--- src/rtl/dovr_pkg.sv ---
`default_nettype none
package dovr_pkg;

    // Mode register addresses
    localparam logic [5:0] TERM_SEL_ADDR = 6'h0B;
    localparam logic [5:0] CA_REF_ADDR = 6'h0C;
    localparam logic [5:0] TRAIN_CTRL_ADDR = 6'h0D;

    // Termination field positions
    localparam int DQ_TERM_LSB = 0;
    localparam int CA_TERM_LSB = 4;
    localparam int NT_TERM_HI = 7;
    localparam int NT_TERM_LO = 3;

    // Reference register field positions
    localparam int REF_LEVEL_LSB = 0;
    localparam int REF_RANGE_BIT = 6;

    // Training control bit positions
    localparam int CBT_BIT = 0;
    localparam int RPT_BIT = 1;
    localparam int VRO_BIT = 2;
    localparam int FAST_REFERENCE_SETTLING_BIT = 3;
    localparam int RRO_BIT = 4;
    localparam int DMD_BIT = 5;
    localparam int FSPWR_BIT = 6;
    localparam int FSPOP_BIT = 7;

    // Reset values
    localparam logic [2:0] TERM_RESET = 3'h0;
    localparam logic [1:0] NT_TERM_RESET = 2'h0;
    localparam logic [5:0] REF_LEVEL_RESET = 6'h0D;
    localparam logic REF_RANGE_RESET = 1'b1;
    localparam logic [7:0] TRAIN_RESET = 8'h00;

    // Decode limits and codes
    localparam logic [2:0] TERM_RESERVED = 3'h7;
    localparam logic [5:0] REF_LEVEL_MAX = 6'h32;
    localparam logic [2:0] RATE_4X = 3'h1;
    localparam logic [2:0] RATE_2X = 3'h2;
    localparam logic [2:0] RATE_1X = 3'h3;

    // Per set point stored copy
    typedef struct packed {
        logic [2:0] dqTerm;
        logic [2:0] caTerm;
        logic [1:0] ntTerm;
        logic refRange;
        logic [5:0] refLevel;
    } dovr_fsp_t;

    // Mode register command
    typedef struct packed {
        logic wrEn;
        logic rdEn;
        logic [5:0] addr;
        logic [7:0] data;
    } dovr_cmd_t;

endpackage : dovr_pkg
`default_nettype wire

--- src/rtl/dovr_term_decode.sv ---
`timescale 1ns/1ps
`default_nettype none
// Decodes a termination code into divider and enable
module dovr_term_decode (
    input wire logic [2:0] code,
    input wire logic nonTarget,
    output logic [2:0] divisor,
    output logic enable,
    output logic reserved
);

    // Code to divider map
    always_comb begin
        divisor = 3'h0;
        enable = 1'b0;
        reserved = 1'b0;
        if (nonTarget) begin
            case (code[1:0])
                2'h0: divisor = 3'h0;
                2'h1: divisor = 3'h3;
                2'h2: divisor = 3'h5;
                default: divisor = 3'h6;
            endcase
            enable = (code[1:0] != 2'h0);
        end else if (code == dovr_pkg::TERM_RESERVED) begin
            reserved = 1'b1;
        end else begin
            divisor = code;
            enable = (code != dovr_pkg::TERM_RESET);
        end
    end

endmodule : dovr_term_decode
`default_nettype wire

--- src/rtl/dovr_mode_regs.sv ---
`timescale 1ns/1ps
`default_nettype none
module dovr_mode_regs #(
    parameter bit RATE_OPTION_CAPABLE = 1'b1
) (
    input wire logic clk,
    input wire logic rst_b,
    input wire dovr_pkg::dovr_cmd_t cmd,
    input wire logic cke,
    input wire logic [5:0] caIn,
    input wire logic calibPinGrounded,
    input wire logic calibCmd,
    input wire logic [2:0] sensorRate,
    input wire logic maskedWrite,
    output logic [7:0] rdData,
    output logic rdValid,
    output logic [7:0] dqOut,
    output logic dqOe,
    output logic [2:0] dataBusTermDiv,
    output logic dataBusTermOn,
    output logic [2:0] cmdBusTermDiv,
    output logic cmdBusTermOn,
    output logic [2:0] nonTargetTermDiv,
    output logic nonTargetTermOn,
    output logic [5:0] cmdRefLevel,
    output logic cmdRefRange,
    output logic refCodeReserved,
    output logic fastSettling,
    output logic readPreambleTraining,
    output logic cmdBusTraining,
    output logic dataMaskEnabled,
    output logic maskedWriteIllegal,
    output logic calibRun,
    output logic useDefaultCalib,
    output logic [2:0] refreshRateReport
);

    // Two set point copies
    dovr_pkg::dovr_fsp_t fsp_r [2];
    // Training and set point control
    logic [7:0] trainCtrl_r;
    // Synchronised clock enable and inputs
    logic [1:0] ckeSync_r;
    logic [5:0] caMeta_r;
    logic [5:0] caSync_r;
    logic calibMeta_r;
    logic calibSync_r;

    // Write and operating set point selectors
    logic wrSel;
    logic opSel;
    dovr_pkg::dovr_fsp_t active;
    logic [2:0] unusedDiv;
    logic dqRes;
    logic caRes;
    logic ntRes;
    // Commands dropped while the bus trains with clock enable low
    logic cmdIgnored;

    assign wrSel = trainCtrl_r[dovr_pkg::FSPWR_BIT];
    // Only the synchronised clock enable is looked at
    assign cmdIgnored = trainCtrl_r[dovr_pkg::CBT_BIT] && !ckeSync_r[1];
    assign opSel = trainCtrl_r[dovr_pkg::FSPOP_BIT];
    assign active = fsp_r[opSel];

    // Returns one when a level code is legal
    function automatic logic level_ok(input logic [5:0] lvl);
        level_ok = (lvl <= dovr_pkg::REF_LEVEL_MAX);
    endfunction : level_ok

    // Pin synchronisers
    always_ff @(posedge clk or negedge rst_b) begin
        if (!rst_b) begin
            ckeSync_r <= 2'h0;
            caMeta_r <= 6'h00;
            caSync_r <= 6'h00;
            calibMeta_r <= 1'b0;
            calibSync_r <= 1'b0;
        end else begin
            ckeSync_r <= {ckeSync_r[0], cke};
            caMeta_r <= caIn;
            caSync_r <= caMeta_r;
            calibMeta_r <= calibPinGrounded;
            calibSync_r <= calibMeta_r;
        end
    end

    // Set point copies, write reaches selected copy
    always_ff @(posedge clk or negedge rst_b) begin
        if (!rst_b) begin
            for (int i = 0; i < 2; i++) begin
                fsp_r[i].dqTerm <= dovr_pkg::TERM_RESET;
                fsp_r[i].caTerm <= dovr_pkg::TERM_RESET;
                fsp_r[i].ntTerm <= dovr_pkg::NT_TERM_RESET;
                fsp_r[i].refRange <= dovr_pkg::REF_RANGE_RESET;
                fsp_r[i].refLevel <= dovr_pkg::REF_LEVEL_RESET;
            end
        end else if (cmd.wrEn && !cmdIgnored) begin
            case (cmd.addr)
                // Termination fields
                dovr_pkg::TERM_SEL_ADDR: begin
                    fsp_r[wrSel].dqTerm <= cmd.data[dovr_pkg::DQ_TERM_LSB +: 3];
                    fsp_r[wrSel].caTerm <= cmd.data[dovr_pkg::CA_TERM_LSB +: 3];
                    fsp_r[wrSel].ntTerm <= {cmd.data[dovr_pkg::NT_TERM_HI],
                                            cmd.data[dovr_pkg::NT_TERM_LO]};
                end
                // Reference level and range
                dovr_pkg::CA_REF_ADDR: begin
                    fsp_r[wrSel].refLevel <= cmd.data[dovr_pkg::REF_LEVEL_LSB +: 6];
                    fsp_r[wrSel].refRange <= cmd.data[dovr_pkg::REF_RANGE_BIT];
                end
                default: begin
                end
            endcase
        end
    end

    // Training control register, write-only
    always_ff @(posedge clk or negedge rst_b) begin
        if (!rst_b) begin
            trainCtrl_r <= dovr_pkg::TRAIN_RESET;
        end else if (cmd.wrEn && !cmdIgnored && cmd.addr == dovr_pkg::TRAIN_CTRL_ADDR) begin
            trainCtrl_r <= cmd.data;
        end
    end

    // Read path: only the reference register is readable
    always_ff @(posedge clk or negedge rst_b) begin
        if (!rst_b) begin
            rdData <= 8'h00;
            rdValid <= 1'b0;
        end else begin
            rdValid <= cmd.rdEn && !cmdIgnored;
            if (cmd.rdEn && !cmdIgnored && cmd.addr == dovr_pkg::CA_REF_ADDR) begin
                rdData <= {1'b0, fsp_r[wrSel].refRange, fsp_r[wrSel].refLevel};
            end else begin
                rdData <= 8'h00;
            end
        end
    end

    // Data pin driver: training mirror or reference output
    always_ff @(posedge clk or negedge rst_b) begin
        if (!rst_b) begin
            dqOut <= 8'h00;
            dqOe <= 1'b0;
        end else if (trainCtrl_r[dovr_pkg::CBT_BIT] && !ckeSync_r[1]) begin
            dqOut <= {2'h0, caSync_r};
            dqOe <= 1'b1;
        end else if (trainCtrl_r[dovr_pkg::VRO_BIT]) begin
            dqOut <= {1'b0, active.refRange, active.refLevel};
            dqOe <= 1'b1;
        end else begin
            dqOut <= 8'h00;
            dqOe <= 1'b0;
        end
    end

    // Refresh rate report with option folding
    always_ff @(posedge clk or negedge rst_b) begin
        if (!rst_b) begin
            refreshRateReport <= dovr_pkg::RATE_1X;
        end else if (RATE_OPTION_CAPABLE && !trainCtrl_r[dovr_pkg::RRO_BIT] &&
                     (sensorRate == dovr_pkg::RATE_4X ||
                      sensorRate == dovr_pkg::RATE_2X)) begin
            refreshRateReport <= dovr_pkg::RATE_1X;
        end else begin
            refreshRateReport <= sensorRate;
        end
    end

    // Calibration gate from grounded resistor pin
    always_ff @(posedge clk or negedge rst_b) begin
        if (!rst_b) begin
            calibRun <= 1'b0;
        end else begin
            calibRun <= calibCmd && !calibSync_r;
        end
    end

    assign useDefaultCalib = calibSync_r;

    // Termination decoders on the operating copy
    dovr_term_decode uDq (
        .code(active.dqTerm),
        .nonTarget(1'b0),
        .divisor(dataBusTermDiv),
        .enable(dataBusTermOn),
        .reserved(dqRes)
    );
    dovr_term_decode uCa (
        .code(active.caTerm),
        .nonTarget(1'b0),
        .divisor(cmdBusTermDiv),
        .enable(cmdBusTermOn),
        .reserved(caRes)
    );
    dovr_term_decode uNt (
        .code({1'b0, active.ntTerm}),
        .nonTarget(1'b1),
        .divisor(nonTargetTermDiv),
        .enable(nonTargetTermOn),
        .reserved(ntRes)
    );
    assign unusedDiv = {dqRes, caRes, ntRes};

    // Operating outputs
    assign cmdRefLevel = active.refLevel;
    assign cmdRefRange = active.refRange;
    assign refCodeReserved = !level_ok(active.refLevel) || dqRes || caRes;
    assign fastSettling = trainCtrl_r[dovr_pkg::FAST_REFERENCE_SETTLING_BIT];
    assign readPreambleTraining = trainCtrl_r[dovr_pkg::RPT_BIT];
    assign cmdBusTraining = trainCtrl_r[dovr_pkg::CBT_BIT];
    assign dataMaskEnabled = !trainCtrl_r[dovr_pkg::DMD_BIT];
    assign maskedWriteIllegal = maskedWrite && trainCtrl_r[dovr_pkg::DMD_BIT];

    // Assertions: register writes and set point copies
    // Accepted reference write lands in the copy chosen at write time
    wr_copy_a: assert property (@(posedge clk) disable iff (!rst_b)
        cmd.wrEn && !cmdIgnored && cmd.addr == dovr_pkg::CA_REF_ADDR |=>
        fsp_r[$past(wrSel)].refLevel == $past(cmd.data[5:0]))
        else $error("reference write missed selected copy");

    // Operating level follows the operating copy
    op_copy_a: assert property (@(posedge clk) disable iff (!rst_b)
        cmdRefLevel == fsp_r[opSel].refLevel)
        else $error("operation not on active copy");

    // Writing the inactive copy leaves operation alone
    wr_inactive_a: assert property (@(posedge clk) disable iff (!rst_b)
        cmd.wrEn && cmd.addr != dovr_pkg::TRAIN_CTRL_ADDR && wrSel != opSel |=>
        cmdRefLevel == $past(cmdRefLevel) && cmdRefRange == $past(cmdRefRange))
        else $error("inactive copy write changed operation");

    // Range of copy 0 kept until overwritten
    range_hold_a: assert property (@(posedge clk) disable iff (!rst_b)
        !(cmd.wrEn && cmd.addr == dovr_pkg::CA_REF_ADDR) |=>
        fsp_r[0].refRange == $past(fsp_r[0].refRange))
        else $error("range changed without write");

    // Training control takes the whole written byte
    train_wr_a: assert property (@(posedge clk) disable iff (!rst_b)
        cmd.wrEn && !cmdIgnored && cmd.addr == dovr_pkg::TRAIN_CTRL_ADDR |=>
        trainCtrl_r == $past(cmd.data))
        else $error("training write lost");

    // Assertions: read path
    // Unused top bit of a read is zero
    rd_zero_a: assert property (@(posedge clk) disable iff (!rst_b)
        rdValid |-> rdData[7] == 1'b0)
        else $error("reserved read bit not zero");

    // Reference read returns the write-selected copy
    rd_ref_a: assert property (@(posedge clk) disable iff (!rst_b)
        cmd.rdEn && !cmdIgnored && cmd.addr == dovr_pkg::CA_REF_ADDR && !cmd.wrEn |=>
        rdData[6:0] == {fsp_r[wrSel].refRange, fsp_r[wrSel].refLevel})
        else $error("reference read mismatch");

    // Write-only registers read back as zero
    rd_other_a: assert property (@(posedge clk) disable iff (!rst_b)
        cmd.rdEn && cmd.addr != dovr_pkg::CA_REF_ADDR |=> rdData == 8'h00)
        else $error("unreadable register returned data");

    // Assertions: training and data pins
    // Dropped commands change no register and give no read
    cbt_ignore_a: assert property (@(posedge clk) disable iff (!rst_b)
        cmdIgnored |=> !rdValid && trainCtrl_r == $past(trainCtrl_r) &&
        fsp_r[0] == $past(fsp_r[0]) && fsp_r[1] == $past(fsp_r[1]))
        else $error("command taken during bus training");

    // Synchronised address pins mirrored one cycle later
    cbt_mirror_a: assert property (@(posedge clk) disable iff (!rst_b)
        cmdBusTraining && !ckeSync_r[1] |=> dqOe && dqOut[5:0] == $past(caSync_r))
        else $error("training mirror missing");

    // Reference output shows the operating copy
    vro_out_a: assert property (@(posedge clk) disable iff (!rst_b)
        trainCtrl_r[dovr_pkg::VRO_BIT] && !cmdIgnored |=>
        dqOe && dqOut == {1'b0, $past(active.refRange), $past(active.refLevel)})
        else $error("reference output not from active copy");

    // Pins released outside training and reference output
    dq_idle_a: assert property (@(posedge clk) disable iff (!rst_b)
        !trainCtrl_r[dovr_pkg::VRO_BIT] && !cmdIgnored |=> !dqOe)
        else $error("data pins driven outside training");

    // Assertions: termination decode
    // Code zero and the reserved code leave termination off
    term_off_a: assert property (@(posedge clk) disable iff (!rst_b)
        dataBusTermOn == (active.dqTerm != dovr_pkg::TERM_RESET &&
                          active.dqTerm != dovr_pkg::TERM_RESERVED) &&
        cmdBusTermOn == (active.caTerm != dovr_pkg::TERM_RESET &&
                         active.caTerm != dovr_pkg::TERM_RESERVED))
        else $error("termination enable disagrees with code");

    // Non-target termination on for every nonzero code
    nt_term_a: assert property (@(posedge clk) disable iff (!rst_b)
        nonTargetTermOn == (active.ntTerm != 2'h0))
        else $error("non-target enable disagrees with code");

    // Assertions: refresh report
    // Four-times rate folded to nominal
    rate_fold_a: assert property (@(posedge clk) disable iff (!rst_b)
        RATE_OPTION_CAPABLE && !trainCtrl_r[4] && sensorRate == 3'h1 |=>
        refreshRateReport == 3'h3)
        else $error("rate not folded to nominal");

    // Two-times rate folded to nominal
    half_rate_a: assert property (@(posedge clk) disable iff (!rst_b)
        RATE_OPTION_CAPABLE && !trainCtrl_r[dovr_pkg::RRO_BIT] &&
        sensorRate == dovr_pkg::RATE_2X |=> refreshRateReport == dovr_pkg::RATE_1X)
        else $error("half rate not folded to nominal");

    // Option set passes the sensor code through
    rate_raw_a: assert property (@(posedge clk) disable iff (!rst_b)
        trainCtrl_r[dovr_pkg::RRO_BIT] |=> refreshRateReport == $past(sensorRate))
        else $error("rate folded with option set");

    // Assertions: calibration and masking
    // Grounded resistor pin blocks calibration
    calib_ignore_a: assert property (@(posedge clk) disable iff (!rst_b)
        calibSync_r |=> !calibRun)
        else $error("calibration ran with grounded pin");

    // Connected resistor pin lets calibration run
    calib_pass_a: assert property (@(posedge clk) disable iff (!rst_b)
        calibCmd && !calibSync_r |=> calibRun)
        else $error("calibration command lost");

    // Mask disable bit turns masking off
    mask_dis_a: assert property (@(posedge clk) disable iff (!rst_b)
        trainCtrl_r[5] |-> !dataMaskEnabled)
        else $error("mask not disabled");

    // Main scenarios
    cbt_c: cover property (@(posedge clk) disable iff (!rst_b) cmdBusTraining && dqOe);
    vro_c: cover property (@(posedge clk) disable iff (!rst_b) trainCtrl_r[2] && opSel);
    fsp1_wr_c: cover property (@(posedge clk) disable iff (!rst_b) cmd.wrEn && wrSel);
    rd_c: cover property (@(posedge clk) disable iff (!rst_b) rdValid && rdData != 8'h00);
    ignore_c: cover property (@(posedge clk) disable iff (!rst_b) cmdIgnored && cmd.wrEn);

endmodule : dovr_mode_regs
`default_nettype wire

--- config.mk ---
export PLATFORM = sky130hd
export DESIGN_NAME = dovr_mode_regs
export DESIGN_NICKNAME = d
export VERILOG_FILES = /design/src/rtl/dovr_pkg.sv /design/src/rtl/dovr_term_decode.sv /design/src/rtl/dovr_mode_regs.sv
export SDC_FILE = /design/constraint.sdc
export NUM_CORES = 1
export LEC_CHECK = 0
export BUFFER_PORTS_ARGS = -buffer_cell sky130_fd_sc_hd__buf_2
export CAP_MARGIN = 20
export CELL_PAD_IN_SITES_DETAIL_PLACEMENT = 0
export CELL_PAD_IN_SITES_GLOBAL_PLACEMENT = 2
export CORE_MARGIN = 3
export CORE_UTILIZATION = 31
export DETAILED_ROUTE_END_ITERATION = 7
export PLACE_DENSITY_LB_ADDON = 0.1
export SYNTH_ARGS = -nofsm -noshare
export SYNTH_HDL_FRONTEND = slang
export SYNTH_SLANG_ARGS = --single-unit
--- constraint.sdc ---
create_clock -name clk -period 1.8 [get_ports clk]
set_clock_uncertainty 0.1 [all_clocks]
set_input_delay 0.27 -clock clk [delete_from_list [all_inputs] [get_ports clk]]
set_output_delay 0.27 -clock clk [all_outputs]
set_load 0.02 [all_outputs]
==> metrics.txt, run 1 <==
post-route ant nets=0; status=finished with violations; CORE AREA=9415 µm²; failing checks=negative setup slack; die extent in x=105.2 µm; Post-Synthesis Cell Area=3053 µm²; CTS Sinks=74; min-delay src=sensorRate[1]; HP Class=primary input to flip-flop; CTS tree=yes; P_leak=0.002186 µW; TritonCTS Buffers=9; Pins Over Slew Limit=0; I/O Pins=79; slowest CP cell=dfrtp_2; Synth cell types=36; crit share post-route=120.8%; Worst EP arrival=1.80 ns; CTS max path bufs=2; Max Cap Viol=0; total power=4235 µW; Yosys reg bits=74; die footprint=11070 µm²; reg2reg path depth=4; drt drc=0; vias in the first global route=2195; WP depth=4; # fillers=877; first-pass GRT wire length=11590 µm; Initial DRC Count=43; most common cell after layout, fill and taps aside=dfrtp_1; antenna violations before repair=0; CP required=1.43 ns; most frequent cells in the layout=dfrtp_1 (61), buf_2 (59), mux2_2 (31); peak supply drop=286.0 µV; WS Path Type=flip-flop to output port; footprint of the multi-input gates=1284 µm²; Layout Area Growth over Synthesis=47.54%; Seq. cell area=1868 µm²; DR vias/cell=4.519; Worst-Skew Late Latency=0.35 ns; Cells after Synth=226; dpl hpwl=5139 µm; Initial Utilization=32.43%; clk root buf=clkbuf_8; flop-to-flop setup slack=0.11 ns; Non-Filler Instances=486; YS warnings=0; fin worst setup slack=-0.3749 ns; grt total ovfl=0; syn avg cell area=13.51 µm²; WP buf/inv=2; die outline height=105.2 µm; Tot GR Track Use=13.73%; crit path time final=2.175 ns; Vias=2196; Pre-antenna DRT Iters=4; IO Port Bufs=76; pin count of the biggest net entering global routing=33; CP endpoint kind=output port; Layout Utilization=47.84%; Antenna diodes=0; critical path's top delay family=flip-flops; Clk pin slew, worst setup/hold paths=0.08 ns; GP Congestion=0.8050; hold path cells=2; Final nets=384; drt total wl=7277 µm; hold path endpoint=refreshRateReport[1]; htree depth=3; RR Endpoint=trainCtrl_r[7]; endpoints failing hold=0; nature of the critical path startpoint=flip-flop; Crit Reg-Reg Startpoint=ckeSync_r[1]; cell count after placement=452; Slowest Stage Delay on Critical Path=0.45 ns; worst-path fanout max=7; CP Cell Sequence=buf_12 > mux2_4 > a311o_1 > buf_6; RSZ-0062 raised after global routing=yes; number of core rows=35; PwrDens=940.3 nW/µm²; maximum clock rate=459.8 MHz; fraction of layout cells with a size suffix above 1=60.22%; pre-CTS WS=-0.08257 ns; final setup fails=20; DR WL/cell=14.97 µm; post-synthesis sequential area ratio=61.07%
==> logic make-up after synthesis <==
kind of cell             synth area share [%]
AO/OA/AOI/OAI                           2.705
flip-flops                              61.07
multiplexers                            22.34
buffers and inverters                   2.705
AND/OR/NAND/NOR                         10.66
adder cells (fa/ha/maj)                0.4098
other                                  0.1228
==> where the power goes <==
| group | internal [µW] | leakage, µW | total (µW) | switching (µW) |
|---|---|---|---|---|
| logic | 500 | 0.00115 | 950 | 449 |
| registers | 1790 | 0.000935 | 1890 | 94.2 |
| clock network | 777 | 0.000105 | 1400 | 623 |
==> area by class of cell <==
type / instances / area share (%)
Clock buffer: 9 / 2.750
Clock inverter: 7 / 2.083
Inverter: 9 / 0.7500
Multi-Input combinational cell: 136 / 28.50
Sequential cell: 74 / 41.47
Tap cell: 129 / 3.583
Timing Repair Buffer: 122 / 20.86
==> registers in the layout (all words and copies together), names as in the netlist, 2 cells and up <==
| register | flops |
|---|---|
| refreshRateReport | 3 |
| rdData | 7 |
| caSync_r | 6 |
| dqOut | 7 |
| trainCtrl_r | 8 |
| caMeta_r | 6 |
| fsp_r | 30 |
| ckeSync_r | 2 |
==> routing by layer <==
layer | vias to the layer above | track usage (%) | wire length, µm
met4 | 0 | 6.560 | 158
met2 | 52 | 20.95 | 3413
li1 | 1033 | - | -
met5 | - | 0 | 0
met1 | 1097 | 18.44 | 3387
met3 | 14 | 3.123 | 318
==> worst max-delay path by stage <==
stage / from / end / slack (ns)
final: trainCtrl_r[7] / refCodeReserved / -0.37
after global routing: trainCtrl_r[7] / refCodeReserved / -0.43
after CTS: trainCtrl_r[7] / refCodeReserved / -0.39
after detailed placement: trainCtrl_r[7] / refCodeReserved / -0.08
after global placement: trainCtrl_r[7] / refCodeReserved / -0.07
after floorplan: trainCtrl_r[7] / refCodeReserved / -0.02
==> what timing repair did <==
item | 4_1_cts | 5_1_grt
endpoints found under the hold margin | 32 | 0
setup endpoints to repair | 20 | 20
buffers inserted | 8 | 3
pin swaps | 14 | 6
hold buffers | 11 | 0
resized for setup | 62 | 19
==> metrics by stage <==
stage	cell area, µm²	setup TNS (ns)	hold slack [ns]
after floorplan	3074	-0.01610	-0.1256
final	4504	-2.915	0.03170
after global placement	3824	-0.6347	0.1435
after CTS	4427	-3.381	0.01186
after global routing	4504	-4.399	0.01040
after detailed placement	3824	-0.8276	0.1489
==> synthesized netlist by cell type, drive strengths merged <==
cell type  number  area, µm²
mux2i          19      190.2
a21oi           1      5.000
o211ai          1      7.510
dfstp          10      262.8
and3            4      25.02
a311o           1      10.01
nand3b          1      7.510
ha              1      12.51
a21o            2      15.01
o21ai           4      20.02
or3             2      12.51
nand2b          3      21.27
nand3           9      45.04
mux2           41      491.7
or4             1      11.26
conb            1      3.750
clkbuf          2      7.510
nor3b           1      12.51
nor3            5      41.29
nor2           17      68.81
and2            2      12.51
dfrtp          64       1602
nand2          13      48.80
buf             6      41.28
o21ba           1      10.01
inv             9      33.78
nor2b           2      12.51
o31ai           2      15.01
nand4           1      6.260
==> worst reg2reg max path: cells and delay by family, from the launching register on <==
kind | cells | cell delay, ns
flops | 1 | 0.35
simple gates | 3 | 0.77
mux | 1 | 0.34
No activity file was read; power rests on OpenSTA's default activity.
==> run 2, diff against run 1 <==
--- a/config.mk
+++ b/config.mk
@@ -10,9 +10,10 @@
 export CELL_PAD_IN_SITES_DETAIL_PLACEMENT = 0
 export CELL_PAD_IN_SITES_GLOBAL_PLACEMENT = 2
 export CORE_MARGIN = 3
-export CORE_UTILIZATION = 31
+export CORE_UTILIZATION = 32
 export DETAILED_ROUTE_END_ITERATION = 7
 export PLACE_DENSITY_LB_ADDON = 0.1
 export SYNTH_ARGS = -nofsm -noshare
 export SYNTH_HDL_FRONTEND = slang
+export SYNTH_HIERARCHICAL = 1
 export SYNTH_SLANG_ARGS = --single-unit
==> run 2 against run 1 <==
Effect of this change:
- the run still ends with negative setup slack left
- clock-buffer cell count rose by 1
- wire length barely moved
- sequential power barely moved
- cell count rose by 13%
- sequential share of layout area fell by 4.1 points
- largest cell class unchanged
==> metrics.txt, run 2 <==
Largest register FFs=30 (unchanged); Tot GR Track Use=13.55% (-0.18 points); RSZ-0062 raised after global routing=yes; die outline height=108.3 µm (+3.0%); Switch Pwr=1233 µW (+5.6%); worst slew pin tran=0.5079 ns; Initial DRC Count=37 (-14%); endpoints failing hold=0 (unchanged); Antenna diodes=0 (unchanged); drt drc=0 (unchanged); Async SR Flop Fraction=100.0% (unchanged); total power=4262 µW (+0.63%); post-route ant nets=0 (unchanged); CP endpoint kind=output port; Pins Over Slew Limit=0 (unchanged); YS warnings=6 (+6); crit share post-route=130.4% (+9.5 points); grt total ovfl=0 (unchanged); top post-synthesis cells by area=dfrtp_1 (48%), mux2_2 (16%), dfstp_2 (7.8%); DR vias/cell=4.313 (-4.5%); Vias=2368 (+7.8%); Post-synth EDFFs=0 (unchanged); leading area contributor after synthesis=dfrtp_1; post-synth top area share=47.78% (-4.7 points); Synth cell types=32 (-11%); nature of the critical path startpoint=flip-flop; first-pass GRT wire length=12040 µm (+3.9%); Layout Area Growth over Synthesis=48.90%; worst-path fanout max=5 (-2); pre-CTS WS=-0.4488 ns (-0.3662 ns); post-synthesis sequential area ratio=55.62% (-5.4 points); Gate power share=26.0% (+3.6 points); WS Path Type=flip-flop to output port; Largest Register=fsp_r; DR WL/cell=13.25 µm (-11%); Non-Filler Instances=549 (+13%); Most used DFF post-synth=dfrtp_1; most frequent cells in the layout=dfrtp_1 (63), buf_2 (60), mux2_2 (42); Pint=3029 µW (-1.3%); Net Sw Frac=28.92% (+1.4 points); Worst EP arrival=1.98 ns (+0.18 ns); Top Registers=fsp_r x30, trainCtrl_r x8; die footprint=11740 µm² (+6.0%); Worst-Skew Late Latency=0.34 ns (about the same); PwrDens=854.0 nW/µm² (-9.2%); IO Port Bufs=76 (unchanged); sequential power share=43.6% (-0.9 points); vias in the first global route=2365 (+7.7%); placed inst area=4385 µm² (+15%); Final nets=457 (+19%); CORE AREA=10000 µm² (+6.2%); die extent in x=108.3 µm (+3.0%); Clk pin slew, worst setup/hold paths=0.08 ns (about the same); number of core rows=36 (+2.9%); top-count cell post-synth=dfrtp_1; HP Class=primary input to flip-flop; fraction of layout cells with a size suffix above 1=55.77% (-4.5 points); CTS Sinks=74 (unchanged); Clk pwr share=30.3% (-2.8 points); htree depth=3 (unchanged); Max-slew headroom=66.07%; GP Congestion=0.7056 (-12%); maximum clock rate=426.2 MHz (-7.3%); Cells after Synth=257 (+14%); syn avg cell area=13.04 µm² (-3.4%); drt total wl=7276 µm (about the same); final setup fails=20 (unchanged); Yosys reg bits=74 (unchanged); CP required=1.43 ns (about the same); cell count after placement=514 (+14%); pin count of the biggest net entering global routing=34 (+3.0%); top cells by count, synth=dfrtp_1 (64), mux2_2 (48), ha_1 (15); failing checks=negative setup slack; peak supply drop=395.2 µV (+38%); clk root buf=clkbuf_8; # fillers=937 (+6.8%); most common cell after layout, fill and taps aside=dfrtp_1; Pre-antenna DRT Iters=4 (unchanged); CTS max path bufs=2 (unchanged); I/O Pins=79 (unchanged); CTS tree=yes; fin worst setup slack=-0.5465 ns (-0.1716 ns); antenna violations before repair=0 (unchanged); Max Cap Viol=0 (unchanged); TritonCTS Buffers=9 (unchanged); status=finished with violations; Finished Cell Area=4991 µm² (+11%); dpl hpwl=5426 µm (+5.6%); P_leak=0.002437 µW (+11%); Initial Utilization=33.52% (+1.1 points); Post-Synthesis Cell Area=3352 µm² (+9.8%); crit path time final=2.347 ns (+0.1716 ns)
[run 2: cell count changes in the layout (fill, tap and decap cells not counted), moves of 9 or more]
cell / delta
buf_4: +14
buf_6: -11
conb_1: +28
ha_1: +9
mux2_2: +11
[run 2: worst max-delay path: stages (launching register included)]
cell and delay, ns:
dfrtp_2 0.41, buf_6 0.14, mux2_4 0.32, ha_4 0.17
and3b_2 0.21, a211o_1 0.24, buf_6 0.13
[run 2: repair_timing]
item / in CTS / in global routing
setup endpoints to repair: 31 / 20
endpoints found under the hold margin: 35 / 1
setup buffers: 5 / 3
gates resized for setup: 51 / 11
hold buffers: 10 / 1
gates cloned: 0 / 0
pin swaps: 8 / 0
[run 2: per-layer routing]
metal	track usage, %	up-vias	part of all wire [%]
met2	21.67	62	47
met5	0	-	0
met3	3.940	7	4.9
li1	-	1161	-
met4	3.517	0	1.0
met1	18.09	1138	48
[run 2: power groups by stage]
| stage | registers (µW) | logic [µW] | clock network [µW] |
|---|---|---|---|
| global placement | 1900 | 908 | 0 |
| CTS | 1860 | 1080 | 1330 |
| global route | 1880 | 1210 | 1420 |
| detailed placement | 1900 | 916 | 0 |
| finish | 1860 | 1110 | 1290 |
| floorplan | 1910 | 565 | 0 |
[run 2: cell families (layout without fill, tap and decap cells)]
| logic type | count (synthesis) | after routing | synth area share (%) |
|---|---|---|---|
| adder cells (fa/ha/maj) | 15 | 15 | 5.599 |
| other | 2 | 30 | 0.2240 |
| AO/OA/AOI/OAI | 29 | 29 | 5.674 |
| multiplexers | 59 | 59 | 19.41 |
| AND/OR/NAND/NOR | 54 | 54 | 9.742 |
| flip-flops | 74 | 74 | 55.62 |
| buffers and inverters | 24 | 155 | 3.732 |
[run 2: layout make-up]
cell class	count	area [µm²]	share of cell area, %
Clock buffer	10	137.6	2.758
Clock inverter	6	66.31	1.329
Inverter	11	46.29	0.9276
Multi-Input combinational cell	187	1738	34.82
Sequential cell	74	1866	37.38
Tap cell	133	166.4	3.334
Timing Repair Buffer	128	970.9	19.45
[run 2: per-stage QoR]
step	hold WS [ns]	utilization [%]	TNS, ns
2_1_floorplan	-0.1256	-	-0.5620
3_3_place_gp	0.1413	43.86	-3.868
3_5_place_dp	0.1467	43.86	-4.299
4_1_cts	0.0007868	49.02	-7.466
5_1_grt	0.005896	49.91	-8.265
6_report	0.02480	49.91	-6.777
[run 2: path summary, 6_finish.rpt]
| path | start | to | slack (ns) | cells past startpoint |
|---|---|---|---|---|
| worst min-delay path | sensorRate[1] | refreshRateReport[1] | 0.02 | 2 |
| worst max-delay path | trainCtrl_r[7] | refCodeReserved | -0.55 | 6 |
| min in group asynchronous | rst_b | dqOut[2] | 0.30 | 2 |
| worst min register to register | caMeta_r[0] | caSync_r[0] | 0.25 | 0 |
| max in group asynchronous | rst_b | fsp_r[6] | 0.70 | 3 |
| worst max register to register | ckeSync_r[1] | fsp_r[16] | 0.17 | 5 |
